<file path="config.mk">
export PLATFORM = sky130hd
export DESIGN_NAME = ccasf_core
export DESIGN_NICKNAME = d
export VERILOG_FILES = /design/src/hw/ccasf_regfile.v /design/src/hw/ccasf_core.v
export VERILOG_INCLUDE_DIRS = /design/src /design/src/hw
export SDC_FILE = /design/constraint.sdc
export NUM_CORES = 2
export LEC_CHECK = 0
export ABC_AREA = 1
export BUFFER_PORTS_ARGS = -buffer_cell sky130_fd_sc_hd__buf_4
export CORE_MARGIN = 8
export CORE_UTILIZATION = 25
export DETAILED_ROUTE_END_ITERATION = 8
export PLACE_DENSITY = 0.41
export SLEW_MARGIN = 20
export SYNTH_ARGS = -nofsm -noshare
export SYNTH_HDL_FRONTEND = slang
export SYNTH_HIERARCHICAL = 1
export SYNTH_SLANG_ARGS = --single-unit
</file>
<file path="constraint.sdc">
create_clock -name CLK -period 7.5 [get_ports CLK]
set_input_delay 0.75 -clock CLK [delete_from_list [all_inputs] [get_ports CLK]]
set_output_delay 0.75 -clock CLK [all_outputs]
set_load 0.005 [all_outputs]
</file>
<file path="src/hw/ccasf_defs.vh">
// ccasf_defs.vh: constants of the 8-bit core datapath
// assumes: included by the core and its testbench, definitions only
`ifndef CCASF_DEFS_VH
`define CCASF_DEFS_VH
// data space map
`define CCASF_IO_BASE   16'h0020
`define CCASF_EXT_BASE  16'h0060
`define CCASF_STATUS_FLAGS_REG_IO   6'h3f
`define CCASF_SPL_IO    6'h3d
`define CCASF_SPH_IO    6'h3e
`define CCASF_STATUS_FLAGS_REG_RST  8'h00
`define CCASF_PC_RST    16'h0000
`define CCASF_VEC_STEP  16'h0002
// status bit positions
`define CCASF_FI 7
`define CCASF_FT 6
`define CCASF_FH 5
`define CCASF_FS 4
`define CCASF_FV 3
`define CCASF_FN 2
`define CCASF_FZ 1
`define CCASF_FC 0
// instruction fields
`define CCASF_OP   15:12
`define CCASF_RD   11:7
`define CCASF_RR   6:2
`define CCASF_RDI  11:8
`define CCASF_IMM  7:0
`define CCASF_BIT  6:4
`define CCASF_SUB  3:0
`define CCASF_DIR  11
`define CCASF_MRD  10:6
`define CCASF_IOA  5:0
`define CCASF_PTR  5:4
`define CCASF_LPM  3
// opcodes
`define CCASF_OP_ADD  4'h0
`define CCASF_OP_ADC  4'h1
`define CCASF_OP_SUB  4'h2
`define CCASF_OP_SBC  4'h3
`define CCASF_OP_AND  4'h4
`define CCASF_OP_OR   4'h5
`define CCASF_OP_EOR  4'h6
`define CCASF_OP_MOV  4'h7
`define CCASF_OP_SUBI 4'h8
`define CCASF_OP_ANDI 4'h9
`define CCASF_OP_ORI  4'ha
`define CCASF_OP_LDI  4'hb
`define CCASF_OP_MISC 4'hc
`define CCASF_OP_IO   4'hd
`define CCASF_OP_PTR  4'he
`define CCASF_OP_DIR  4'hf
// single-register and control sub-codes
`define CCASF_SU_COM  4'h0
`define CCASF_SU_NEG  4'h1
`define CCASF_SU_INC  4'h2
`define CCASF_SU_DEC  4'h3
`define CCASF_SU_LSR  4'h4
`define CCASF_SU_ROR  4'h5
`define CCASF_SU_BST  4'h6
`define CCASF_SU_BLD  4'h7
`define CCASF_SU_SEI  4'h8
`define CCASF_SU_CLI  4'h9
`define CCASF_SU_IRQ_RETURN_OP 4'ha
`define CCASF_SU_RET  4'hb
`define CCASF_SU_CALL 4'hc
`define CCASF_SU_JMP  4'hd
`define CCASF_SU_SPM  4'he
// pointer select
`define CCASF_PX 2'h0
`define CCASF_PY 2'h1
`endif

</file>
<file path="src/hw/ccasf_regfile.v">
// ccasf_regfile.v: 32 x 8 working registers, two read ports, one write port
// assumes: reads are used in the same cycle, the write lands at the clock edge
`timescale 1ns/1ns
`default_nettype none
module ccasf_regfile #(
  parameter NREG = 32
) (
  // clock and reset
  input  wire        clk,
  input  wire        rst_n,
  // operand reads
  input  wire [4:0]  ra_a,
  input  wire [4:0]  ra_b,
  output wire [7:0]  rd_a,
  output wire [7:0]  rd_b,
  // result write
  input  wire        we,
  input  wire [4:0]  wa,
  input  wire [7:0]  wd,
  // register pairs
  output wire [15:0] ptr_x,
  output wire [15:0] ptr_y,
  output wire [15:0] ptr_z,
  output wire [15:0] pair0
);
  reg [7:0] mem [0:NREG-1];
  integer   i;

  // reads stay combinational so fetch, compute and write-back fit one cycle
  assign rd_a  = mem[ra_a]; // RL1
  assign rd_b  = mem[ra_b]; // RL2
  assign ptr_x = {mem[27], mem[26]}; // RL4
  assign ptr_y = {mem[29], mem[28]}; // RL4
  assign ptr_z = {mem[31], mem[30]}; // RL4
  assign pair0 = {mem[1], mem[0]};

  always @(posedge clk) begin
    if (!rst_n) begin
      for (i = 0; i < NREG; i = i + 1) begin
        mem[i] <= 8'h00;
      end
    end else if (we) begin
      mem[wa] <= wd; // RL1
    end
  end
endmodule // ccasf_regfile
`default_nettype wire

</file>
<file path="src/hw/ccasf_core.v">
// ccasf_core.v: 8-bit core datapath with alu, status flags and i/o mapping
// assumes: program and data memories answer one cycle after a registered request
// What this block does
// RL1: thirty-two byte registers, each read and written in one cycle
// RL2: two operands read, computed and written back in one cycle
// RL3: separate program and data buses, next word prefetched during execute
// RL4: three register pairs act as pointers, one also reads program memory
// RL5: decoder takes one-word and two-word instructions
// RL6: program store only acts when executed from the boot section
// RL7: call or taken interrupt pushes the return address on the stack
// RL8: each interrupt has its own vector, lowest vector served first
// RL9: sixty-four i/o locations also seen right after the register file
// RL10: i/o instructions use 0x00-0x3f, data access uses that plus 0x20
// RL11: space from 0x60 only reachable by data loads and stores
// RL12: alu does register, immediate and single-register operations
// RL13: flags updated after every alu operation
// RL14: software saves and restores the flags around interrupt service
// RL15: flags at i/o 0x3f, data 0x5f, read/write except bit 4 which is written as n xor v, reset 0x00
// RL16: bit 7 is global interrupt enable, clear blocks all interrupts
// RL17: enable cleared on interrupt entry, set on return, set/clear ops
// RL18: bit 6 copies a register bit in and out
// RL19: bit 5 holds the half carry for decimal arithmetic
// RL20: bit 4 always equals negative xor overflow
// RL21: bits 3 to 0 are overflow, negative, zero and carry
// RL22: half carry is the adder carry out of bit 3, inverted into a borrow for subtraction
`timescale 1ns/1ns
`default_nettype none
`include "ccasf_defs.vh"
module ccasf_core #(
  parameter        NIRQ       = 8,
  parameter [15:0] BOOT_START = 16'hf000,
  parameter [15:0] SP_RESET   = 16'h0000
) (
  // clock and reset
  input  wire            CLK,
  input  wire            RST_N,
  // program memory
  output wire [15:0]     PADDR,
  input  wire [15:0]     PDATA,
  output reg             PWE,
  output reg  [15:0]     PWADDR,
  output reg  [15:0]     PWDATA,
  // data memory from 0x60
  output reg  [15:0]     DADDR,
  output reg  [7:0]      DWDATA,
  output reg             DWE,
  output reg             DRE,
  input  wire [7:0]      DRDATA,
  // i/o register space
  output reg  [5:0]      IOADDR,
  output reg  [7:0]      IOWDATA,
  output reg             IOWE,
  output reg             IORE,
  input  wire [7:0]      IORDATA,
  // interrupts
  input  wire [NIRQ-1:0] IRQ_REQ,
  output reg  [NIRQ-1:0] IRQ_ACK,
  // status
  output wire [7:0]      STATUS_FLAGS
);
  localparam [10:0] S_EXEC  = 11'h001;
  localparam [10:0] S_WORD2 = 11'h002;
  localparam [10:0] S_MEM   = 11'h004;
  localparam [10:0] S_MWAIT = 11'h008;
  localparam [10:0] S_MCAP  = 11'h010;
  localparam [10:0] S_PUSH1 = 11'h020;
  localparam [10:0] S_PUSH2 = 11'h040;
  localparam [10:0] S_POP1  = 11'h080;
  localparam [10:0] S_POP2  = 11'h100;
  localparam [10:0] S_POP3  = 11'h200;
  localparam [10:0] S_POP4  = 11'h400;
  localparam [2:0]  M_ADD   = 3'h0;
  localparam [2:0]  M_INC   = 3'h1;
  localparam [2:0]  M_LOG   = 3'h2;
  localparam [2:0]  M_COM   = 3'h3;
  localparam [2:0]  M_SHR   = 3'h4;
  localparam [1:0]  SRC_D   = 2'h0;
  localparam [1:0]  SRC_IO  = 2'h1;
  localparam [1:0]  SRC_P   = 2'h2;

  reg  [15:0] pc;
  reg  [15:0] ex_pc;
  reg         fvalid;
  reg  [10:0] state;
  reg  [15:0] ir;
  reg  [7:0]  status_flags_reg;
  reg  [15:0] sp;
  reg  [15:0] maddr;
  reg  [1:0]  msrc;
  reg  [15:0] ret_pc;
  reg  [15:0] tgt;
  reg  [7:0]  alu_a;
  reg  [7:0]  alu_b;
  reg         alu_sub;
  reg         alu_cin;
  reg  [2:0]  mode;
  reg  [7:0]  lres;
  reg         alu_fw;
  reg         cp_wr;
  reg  [7:0]  cp_val;
  reg         rf_we;
  reg  [4:0]  rf_wa;
  reg  [7:0]  rf_wd;
  reg  [7:0]  int_rd;
  reg  [15:0] irq_idx;
  integer     i;
  wire [7:0]  rf_a;
  wire [7:0]  rf_b;
  wire [15:0] ptr_x;
  wire [15:0] ptr_y;
  wire [15:0] ptr_z;
  wire [15:0] pair0;

  // in execute the word on the program bus is the instruction itself
  wire [15:0] instr   = (state == S_EXEC) ? PDATA : ir; // RL3
  wire [3:0]  op      = instr[`CCASF_OP];
  wire [3:0]  sub     = instr[`CCASF_SUB];
  wire [2:0]  bsel    = instr[`CCASF_BIT];
  wire [7:0]  imm     = instr[`CCASF_IMM];
  wire        imm_op  = (op >= `CCASF_OP_SUBI) && (op <= `CCASF_OP_LDI);
  wire        mem_op  = (op >= `CCASF_OP_IO);
  wire [4:0]  dec_d   = imm_op ? {1'b1, instr[`CCASF_RDI]} :
                        mem_op ? instr[`CCASF_MRD] : instr[`CCASF_RD];
  wire [4:0]  ir_d    = ir[`CCASF_MRD];
  wire        irq_take = fvalid && status_flags_reg[`CCASF_FI] && (|IRQ_REQ); // RL16
  wire        exec_go = (state == S_EXEC) && fvalid && !irq_take;
  wire [15:0] io_off  = maddr - `CCASF_IO_BASE;
  wire [5:0]  io_a    = io_off[5:0];
  wire        in_rf   = (maddr < `CCASF_IO_BASE);
  wire        in_io   = !in_rf && (maddr < `CCASF_EXT_BASE); // RL9
  wire        io_int  = in_io && ((io_a == `CCASF_STATUS_FLAGS_REG_IO) ||
                        (io_a == `CCASF_SPL_IO) || (io_a == `CCASF_SPH_IO));
  wire [15:0] ptr_sel = (instr[`CCASF_PTR] == `CCASF_PX) ? ptr_x :
                        (instr[`CCASF_PTR] == `CCASF_PY) ? ptr_y : ptr_z; // RL4
  wire [7:0]  flag_in = {rf_a[7:5], rf_a[3] ^ rf_a[2], rf_a[3:0]}; // RL20
  wire [7:0]  cap_val = (msrc == SRC_IO) ? IORDATA : (msrc == SRC_D) ? DRDATA :
                        (ptr_z[0] ? PDATA[15:8] : PDATA[7:0]); // RL4

  // alu adder shared by add, subtract, negate, increment and decrement
  wire [7:0]  bb      = alu_sub ? ~alu_b : alu_b;
  wire [8:0]  sum     = {1'b0, alu_a} + {1'b0, bb} + {8'h00, alu_cin};
  wire [4:0]  half    = {1'b0, alu_a[3:0]} + {1'b0, bb[3:0]} + {4'h0, alu_cin};
  wire        arith   = (mode == M_ADD) || (mode == M_INC);
  wire [7:0]  res     = arith ? sum[7:0] : lres;
  wire        vf      = arith ? ((alu_a[7] == bb[7]) && (res[7] != alu_a[7])) :
                        (mode == M_SHR) ? (res[7] ^ rf_a[0]) : 1'b0; // RL21
  wire        cf      = (mode == M_ADD) ? (sum[8] ^ alu_sub) :
                        (mode == M_COM) ? 1'b1 :
                        (mode == M_SHR) ? rf_a[0] : status_flags_reg[`CCASF_FC]; // RL21
  wire        hf      = (mode == M_ADD) ? (half[4] ^ alu_sub) : status_flags_reg[`CCASF_FH]; // RL22
  wire [7:0]  alu_fl  = {status_flags_reg[7:6], hf, res[7] ^ vf, vf, res[7],
                        res == 8'h00, cf}; // RL19 RL20 RL21

  assign PADDR        = pc;
  assign STATUS_FLAGS = status_flags_reg;

  ccasf_regfile #(
    .NREG (32)
  ) u_rf (
    .clk   (CLK),
    .rst_n (RST_N),
    .ra_a  ((state == S_EXEC) ? dec_d : ir_d),
    .ra_b  ((state == S_EXEC) ? instr[`CCASF_RR] : maddr[4:0]),
    .rd_a  (rf_a),
    .rd_b  (rf_b),
    .we    (rf_we),
    .wa    (rf_wa),
    .wd    (rf_wd),
    .ptr_x (ptr_x),
    .ptr_y (ptr_y),
    .ptr_z (ptr_z),
    .pair0 (pair0)
  );

  // alu operand and mode selection
  always @* begin
    alu_a   = rf_a;
    alu_b   = (imm_op) ? imm : rf_b;
    alu_sub = 1'b0;
    alu_cin = 1'b0;
    mode    = M_ADD;
    lres    = 8'h00;
    alu_fw  = 1'b0;
    cp_wr   = 1'b0;
    cp_val  = imm;
    case (op) // RL12
      `CCASF_OP_ADD: alu_fw = 1'b1;
      `CCASF_OP_ADC: begin
        alu_fw  = 1'b1;
        alu_cin = status_flags_reg[`CCASF_FC];
      end
      `CCASF_OP_SUB, `CCASF_OP_SUBI: begin
        alu_fw  = 1'b1;
        alu_sub = 1'b1;
        alu_cin = 1'b1;
      end
      `CCASF_OP_SBC: begin
        alu_fw  = 1'b1;
        alu_sub = 1'b1;
        alu_cin = ~status_flags_reg[`CCASF_FC];
      end
      `CCASF_OP_AND, `CCASF_OP_ANDI: begin
        alu_fw = 1'b1;
        mode   = M_LOG;
        lres   = rf_a & alu_b;
      end
      `CCASF_OP_OR, `CCASF_OP_ORI: begin
        alu_fw = 1'b1;
        mode   = M_LOG;
        lres   = rf_a | alu_b;
      end
      `CCASF_OP_EOR: begin
        alu_fw = 1'b1;
        mode   = M_LOG;
        lres   = rf_a ^ rf_b;
      end
      `CCASF_OP_MOV: begin
        cp_wr  = 1'b1;
        cp_val = rf_b;
      end
      `CCASF_OP_LDI: cp_wr = 1'b1;
      `CCASF_OP_MISC: begin
        case (sub)
          `CCASF_SU_COM: begin
            alu_fw = 1'b1;
            mode   = M_COM;
            lres   = ~rf_a;
          end
          `CCASF_SU_NEG: begin
            alu_fw  = 1'b1;
            alu_a   = 8'h00;
            alu_b   = rf_a;
            alu_sub = 1'b1;
            alu_cin = 1'b1;
          end
          `CCASF_SU_INC, `CCASF_SU_DEC: begin
            alu_fw  = 1'b1;
            mode    = M_INC;
            alu_b   = 8'h01;
            alu_sub = (sub == `CCASF_SU_DEC);
            alu_cin = (sub == `CCASF_SU_DEC);
          end
          `CCASF_SU_LSR, `CCASF_SU_ROR: begin
            alu_fw = 1'b1;
            mode   = M_SHR;
            lres   = {(sub == `CCASF_SU_ROR) & status_flags_reg[`CCASF_FC], rf_a[7:1]};
          end
          `CCASF_SU_BLD: begin
            cp_wr  = 1'b1;
            cp_val = (rf_a & ~(8'h01 << bsel)) |
                     ({7'h00, status_flags_reg[`CCASF_FT]} << bsel); // RL18
          end
          default: cp_wr = 1'b0;
        endcase
      end
      default: alu_fw = 1'b0;
    endcase
  end

  // internal i/o reads and the single register-file write port
  always @* begin
    case (io_a)
      `CCASF_STATUS_FLAGS_REG_IO: int_rd = status_flags_reg; // RL15
      `CCASF_SPL_IO:  int_rd = sp[7:0];
      `CCASF_SPH_IO:  int_rd = sp[15:8];
      default:        int_rd = rf_b;
    endcase
    rf_we = 1'b0;
    rf_wa = ir_d;
    rf_wd = cap_val;
    if (exec_go) begin
      rf_we = alu_fw | cp_wr; // RL2
      rf_wa = dec_d;
      rf_wd = cp_wr ? cp_val : res;
    end else if (state == S_MEM) begin
      rf_we = ir[`CCASF_DIR] ? in_rf : (in_rf | io_int);
      rf_wa = ir[`CCASF_DIR] ? maddr[4:0] : ir_d;
      rf_wd = ir[`CCASF_DIR] ? rf_a : int_rd;
    end else if (state == S_MCAP) begin
      rf_we = 1'b1;
    end
  end

  // lowest pending index wins
  always @* begin
    irq_idx = 16'h0000;
    for (i = NIRQ - 1; i >= 0; i = i - 1) begin
      if (IRQ_REQ[i]) begin
        irq_idx = i[15:0]; // RL8
      end
    end
  end

  always @(posedge CLK) begin
    if (!RST_N) begin
      pc      <= `CCASF_PC_RST;
      ex_pc   <= `CCASF_PC_RST;
      fvalid  <= 1'b0;
      state   <= S_EXEC;
      ir      <= 16'h0000;
      status_flags_reg    <= `CCASF_STATUS_FLAGS_REG_RST; // RL15
      sp      <= SP_RESET;
      maddr   <= 16'h0000;
      msrc    <= SRC_D;
      ret_pc  <= 16'h0000;
      tgt     <= 16'h0000;
      PWE     <= 1'b0;
      PWADDR  <= 16'h0000;
      PWDATA  <= 16'h0000;
      DADDR   <= 16'h0000;
      DWDATA  <= 8'h00;
      DWE     <= 1'b0;
      DRE     <= 1'b0;
      IOADDR  <= 6'h00;
      IOWDATA <= 8'h00;
      IOWE    <= 1'b0;
      IORE    <= 1'b0;
      IRQ_ACK <= {NIRQ{1'b0}};
    end else begin
      PWE     <= 1'b0;
      DWE     <= 1'b0;
      DRE     <= 1'b0;
      IOWE    <= 1'b0;
      IORE    <= 1'b0;
      IRQ_ACK <= {NIRQ{1'b0}};
      case (state)
        S_EXEC: begin
          if (!fvalid) begin
            ex_pc  <= pc;
            pc     <= pc + 16'h0001;
            fvalid <= 1'b1;
          end else if (irq_take) begin
            // the flags are not saved here; service code does that itself
            ret_pc <= ex_pc; // RL7 RL14
            tgt    <= (irq_idx + 16'h0001) * `CCASF_VEC_STEP; // RL8
            status_flags_reg[`CCASF_FI] <= 1'b0; // RL17
            IRQ_ACK <= IRQ_REQ & ~(IRQ_REQ - {{(NIRQ-1){1'b0}}, 1'b1}); // RL8
            fvalid <= 1'b0;
            pc     <= ex_pc;
            state  <= S_PUSH1;
          end else begin
            ir     <= PDATA;
            ex_pc  <= pc; // RL3
            pc     <= pc + 16'h0001;
            if (alu_fw) begin
              status_flags_reg <= alu_fl; // RL13
            end
            if (op == `CCASF_OP_MISC) begin
              case (sub)
                `CCASF_SU_BST:  status_flags_reg[`CCASF_FT] <= rf_a[bsel]; // RL18
                `CCASF_SU_SEI:  status_flags_reg[`CCASF_FI] <= 1'b1; // RL17
                `CCASF_SU_CLI:  status_flags_reg[`CCASF_FI] <= 1'b0; // RL17
                `CCASF_SU_IRQ_RETURN_OP, `CCASF_SU_RET: begin
                  fvalid <= 1'b0;
                  state  <= S_POP1;
                end
                `CCASF_SU_CALL, `CCASF_SU_JMP: begin
                  // the word after the pushes is stale, so refetch at the target
                  pc     <= pc; // RL5
                  fvalid <= 1'b0;
                  state  <= S_WORD2;
                end
                `CCASF_SU_SPM: begin
                  // a store from outside the boot section is dropped silently
                  PWE    <= (ex_pc >= BOOT_START); // RL6
                  PWADDR <= ptr_z;
                  PWDATA <= pair0;
                end
                default: fvalid <= 1'b1;
              endcase
            end else if (mem_op) begin
              pc     <= pc;
              fvalid <= 1'b0;
              if (op == `CCASF_OP_IO) begin
                maddr <= {10'h000, instr[`CCASF_IOA]} + `CCASF_IO_BASE; // RL10 RL11
                state <= S_MEM;
              end else if (op == `CCASF_OP_DIR) begin
                state <= S_WORD2; // RL5
              end else if (instr[`CCASF_LPM]) begin
                pc    <= {1'b0, ptr_z[15:1]}; // RL4
                msrc  <= SRC_P;
                state <= S_MWAIT;
              end else begin
                maddr <= ptr_sel; // RL4
                state <= S_MEM;
              end
            end
          end
        end
        S_WORD2: begin
          if (ir[`CCASF_OP] == `CCASF_OP_DIR) begin
            maddr <= PDATA; // RL5
            pc    <= pc + 16'h0001;
            state <= S_MEM;
          end else if (ir[`CCASF_SUB] == `CCASF_SU_CALL) begin
            tgt    <= PDATA;
            ret_pc <= pc + 16'h0001; // RL7
            state  <= S_PUSH1;
          end else begin
            pc     <= PDATA;
            fvalid <= 1'b0;
            state  <= S_EXEC;
          end
        end
        S_MEM: begin
          state <= S_EXEC;
          if (in_io && !io_int) begin
            IOADDR  <= io_a; // RL9
            IOWDATA <= rf_a;
            IOWE    <= ir[`CCASF_DIR];
            IORE    <= !ir[`CCASF_DIR];
            msrc    <= SRC_IO;
            state   <= ir[`CCASF_DIR] ? S_EXEC : S_MWAIT;
          end else if (!in_rf && !in_io) begin
            DADDR  <= maddr; // RL11
            DWDATA <= rf_a;
            DWE    <= ir[`CCASF_DIR];
            DRE    <= !ir[`CCASF_DIR];
            msrc   <= SRC_D;
            state  <= ir[`CCASF_DIR] ? S_EXEC : S_MWAIT;
          end else if (io_int && ir[`CCASF_DIR]) begin
            if (io_a == `CCASF_STATUS_FLAGS_REG_IO) begin
              status_flags_reg <= flag_in; // RL15 RL20
            end else if (io_a == `CCASF_SPL_IO) begin
              sp[7:0] <= rf_a;
            end else begin
              sp[15:8] <= rf_a;
            end
          end
        end
        S_MWAIT: state <= S_MCAP;
        S_MCAP: begin
          if (msrc == SRC_P) begin
            pc <= ex_pc;
          end
          state <= S_EXEC;
        end
        S_PUSH1: begin
          DADDR  <= sp; // RL7
          DWDATA <= ret_pc[7:0];
          DWE    <= 1'b1;
          sp     <= sp - 16'h0001;
          state  <= S_PUSH2;
        end
        S_PUSH2: begin
          DADDR  <= sp; // RL7
          DWDATA <= ret_pc[15:8];
          DWE    <= 1'b1;
          sp     <= sp - 16'h0001;
          pc     <= tgt;
          state  <= S_EXEC;
        end
        S_POP1, S_POP2: begin
          DADDR <= sp + 16'h0001;
          DRE   <= 1'b1;
          sp    <= sp + 16'h0001;
          state <= (state == S_POP1) ? S_POP2 : S_POP3;
        end
        S_POP3: begin
          ret_pc[15:8] <= DRDATA;
          state        <= S_POP4;
        end
        S_POP4: begin
          pc <= {ret_pc[15:8], DRDATA};
          if (ir[`CCASF_SUB] == `CCASF_SU_IRQ_RETURN_OP) begin
            status_flags_reg[`CCASF_FI] <= 1'b1; // RL17
          end
          state <= S_EXEC;
        end
        default: state <= S_EXEC;
      endcase
    end
  end
endmodule // ccasf_core
`default_nettype wire

</file>
==> key figures <==
Timing
  – RSZ-0062 raised after global routing: false
  – Slew margin rel.: 0.1939
  – Fin Clk Skew: 0.02308 ns
  – F_max: 0.1429 GHz
  – Min cycle time layout: 6.999 ns
  – Fin crit share: 0.9332
  – Setup TNS: 0 ns
  – Final Max Tran Viols: 0
  – Setup violations, final: 0
  – Final hold violations: 0
  – Worst slew pin tran: 1.205 ns

Routing
  – First-pass DRT Iterations: 6
  – ANT nets after route: 0
  – Vias/cell: 5.224
  – Final wirelength: 138.2 mm
  – Initial DRC Count: 2974
  – Total number of vias: 29470
  – DRC violations left: 0
  – WL per Instance: 24.49 µm

Clock tree
  – Root Buffer: clkbuf_16
  – Clock Pin Slew Worst Setup and Hold Paths: 0.06 ns
  – Max Buffers Root-to-Sink: 3
  – Cts hold-fix bufs: 0
  – # clock sinks: 473
  – H-Tree Level Count: 2
  – CTS Buf Count: 58
  – CTS tree: done
  – Worst skew pair latency: 0.66 ns

Synth
  – Commonest cells post-synth: 1081 x nand2_1, 505 x nand3_1, 475 x nor2_1
  – Library cells used by synthesis: 65
  – Synth Instances: 4033
  – Syn Std Cell Area: 28660 µm²
  – Register area share after synthesis: 0.4197
  – Primary FF master, synth: edfxtp_1
  – Synth async-reset ratio: 0
  – Register bit total from synthesis: 473
  – Largest cells by area after synthesis: edfxtp_1 27%, dfxtp_1 15%, nand2_1 14%, nand3_1 8.8%, nor2_1 6.2%
  – Share of the synthesized area in the top cell type: 0.2682
  – Cell accounting for the most synthesized area: edfxtp_1
  – Ys Warns: 6
  – Cell with the most instances after synthesis: nand2_1
  – Synth Area per Inst: 7.107 µm²
  – Post-synth EDFFs: 256
  – Syn_nets: 4088

Floorplanning
  – Core Region: 114000 µm²
  – # rows: 124
  – Die X: 354.6 µm
  – Chip Height: 354.6 µm
  – Initial Util: 0.2514
  – IO Pins: 149
  – Die area: 125700 µm²

Critical path
  – Crit-path max FO: 128
  – Cell mode on critical path: nand2_1
  – Worst path required time: 7.90 ns
  – Worst EP arrival: 7.40 ns
  – Worst setup EP type: flop
  – Setup CP Type: flop to flop
  – Critical Path Max Stage Delay: 0.53 ns
  – CP Launch Type: flop
  – Slowest-stage cell, CP: buf_12

Placement
  – Port buffer count: 148
  – Final RePlAce weighted congestion: 0.9754
  – Dpl hpwl: 99.60 mm

Cells and area
  – Proportion of layout cells with a drive suffix above 1: 0.1104
  – Area delta synth->final: 16.23%
  – Fin nets: 4136
  – Fillers: 12610

Outcome
  – Outcome: completed

Min path
  – Tightest Hold Check Type: input pin to flop

Global routing
  – First-pass GRT wire length: 199.6 mm
  – Initial antenna violation count: 7
  – Largest net degree at the start of global routing: 129
  – Grt ovf: 0
  – Number of global-route vias before repair: 27840
  – Gr usage total: 0.2094

Job
  – Max Cap Viol: 0
## per-layer routing
layer / wire (µm) / vias to the layer above / GRT usage
met4: 5962 / 0 / 0.08195
met2: 62880 / 1176 / 0.3366
met1: 61230 / 14280 / 0.2858
met5: 0 / - / 0
li1: - / 13780 / -
met3: 8125 / 240 / 0.02535
## critical path, delay by kind of cell, from the launching register on
| family | cells | cell delay [ns] |
|---|---|---|
| AO/OA/AOI/OAI | 7 | 1.05 |
| XOR/XNOR | 2 | 0.31 |
| adder cells (fa/ha/maj) | 2 | 0.88 |
| buffers and inverters | 7 | 1.72 |
| flip-flops | 1 | 0.32 |
| AND/OR/NAND/NOR | 18 | 2.31 |
## sequential cells by signal (all words and copies together) (netlist names), 11 cells and up
register / cells
maddr: 16
tgt: 16
ex_pc: 16
state: 11
u_rf/mem: 256
PWDATA: 16
ir: 16
PWADDR: 16
DADDR: 16
ret_pc: 16
PADDR: 16
sp: 16
## worst paths after layout
| path | slack (ns) | endpoint | start | cells past startpoint |
|---|---|---|---|---|
| worst min register to register | 0.46 | tgt[13] | tgt[13] | 2 |
| worst max register to register | 0.50 | u_rf/mem[4][6] | state[2] | 36 |
| worst max-delay path | 0.50 | u_rf/mem[4][6] | state[2] | 36 |
| worst min-delay path | 0.29 | IRQ_ACK[1] | IRQ_REQ[0] | 2 |
## timing repair
item	4_1_cts	5_1_grt
gates resized for setup	0	2
setup endpoints to repair	0	66
buffers inserted	0	0
## stage by stage
step	hold WS (ns)	area [µm²]	cells	utilization	setup slack, ns
global route	0.2593	33310	5641	0.2921	0.002435
floorplan	0.4297	28660	4033	-	1.675
global placement	0.4422	31440	5531	0.2757	0.5357
finish	0.2850	33320	5642	0.2922	0.5013
CTS	0.2456	33310	5641	0.2921	0.4801
detailed placement	0.4470	31470	5533	0.2759	0.4908
## kinds of logic after synthesis
logic type	Yosys count	synth area share
compound gates	755	0.1526
xor+xnor	37	0.01131
flops	473	0.4197
buf+inv	510	0.07285
simple gates	2245	0.3373
fa+ha+maj	13	0.006198
## area by class of cell
class | count | area [µm²] | share of cell area
inverters | 272 | 1030 | 0.03091
flip-flops and latches | 473 | 12030 | 0.3611
clock inverters | 23 | 186.4 | 0.005596
diodes | 1 | 2.502 | 0.00007511
clock buffers | 85 | 1654 | 0.04965
well taps | 1512 | 1892 | 0.05678
multi-input cells | 3050 | 14610 | 0.4386
repair buffers | 226 | 1907 | 0.05723
## layout by cell type, fill, tap and decap left out, drive strengths merged, types with 2 or more instances in the layout
master,synthesis,final
a2111oi,2,2
a211oi,27,27
a21oi,201,201
a221oi,35,35
a22oi,7,7
a311oi,2,2
a31oi,35,35
a41oi,5,5
and2,2,2
buf,112,226
clkbuf,126,85
clkinv,15,32
clkinvlp,0,3
dfxtp,217,217
edfxtp,256,256
fa,2,2
ha,11,11
inv,257,259
nand2,1145,1145
nand3,510,510
nand3b,4,4
nand4,20,20
nor2,493,493
nor3,56,56
nor3b,2,2
nor4,8,8
o2111ai,7,7
o211ai,30,30
o21ai,339,339
o21bai,3,3
o221a,4,4
o221ai,15,15
o22ai,32,32
o311ai,3,3
o31ai,2,2
o41ai,2,2
or2,5,5
xnor2,3,3
xor2,34,34
Power is left out: the tool's default activity adds up to more than one toggle a clock period on the data nets, which glitch-free logic cannot reach.
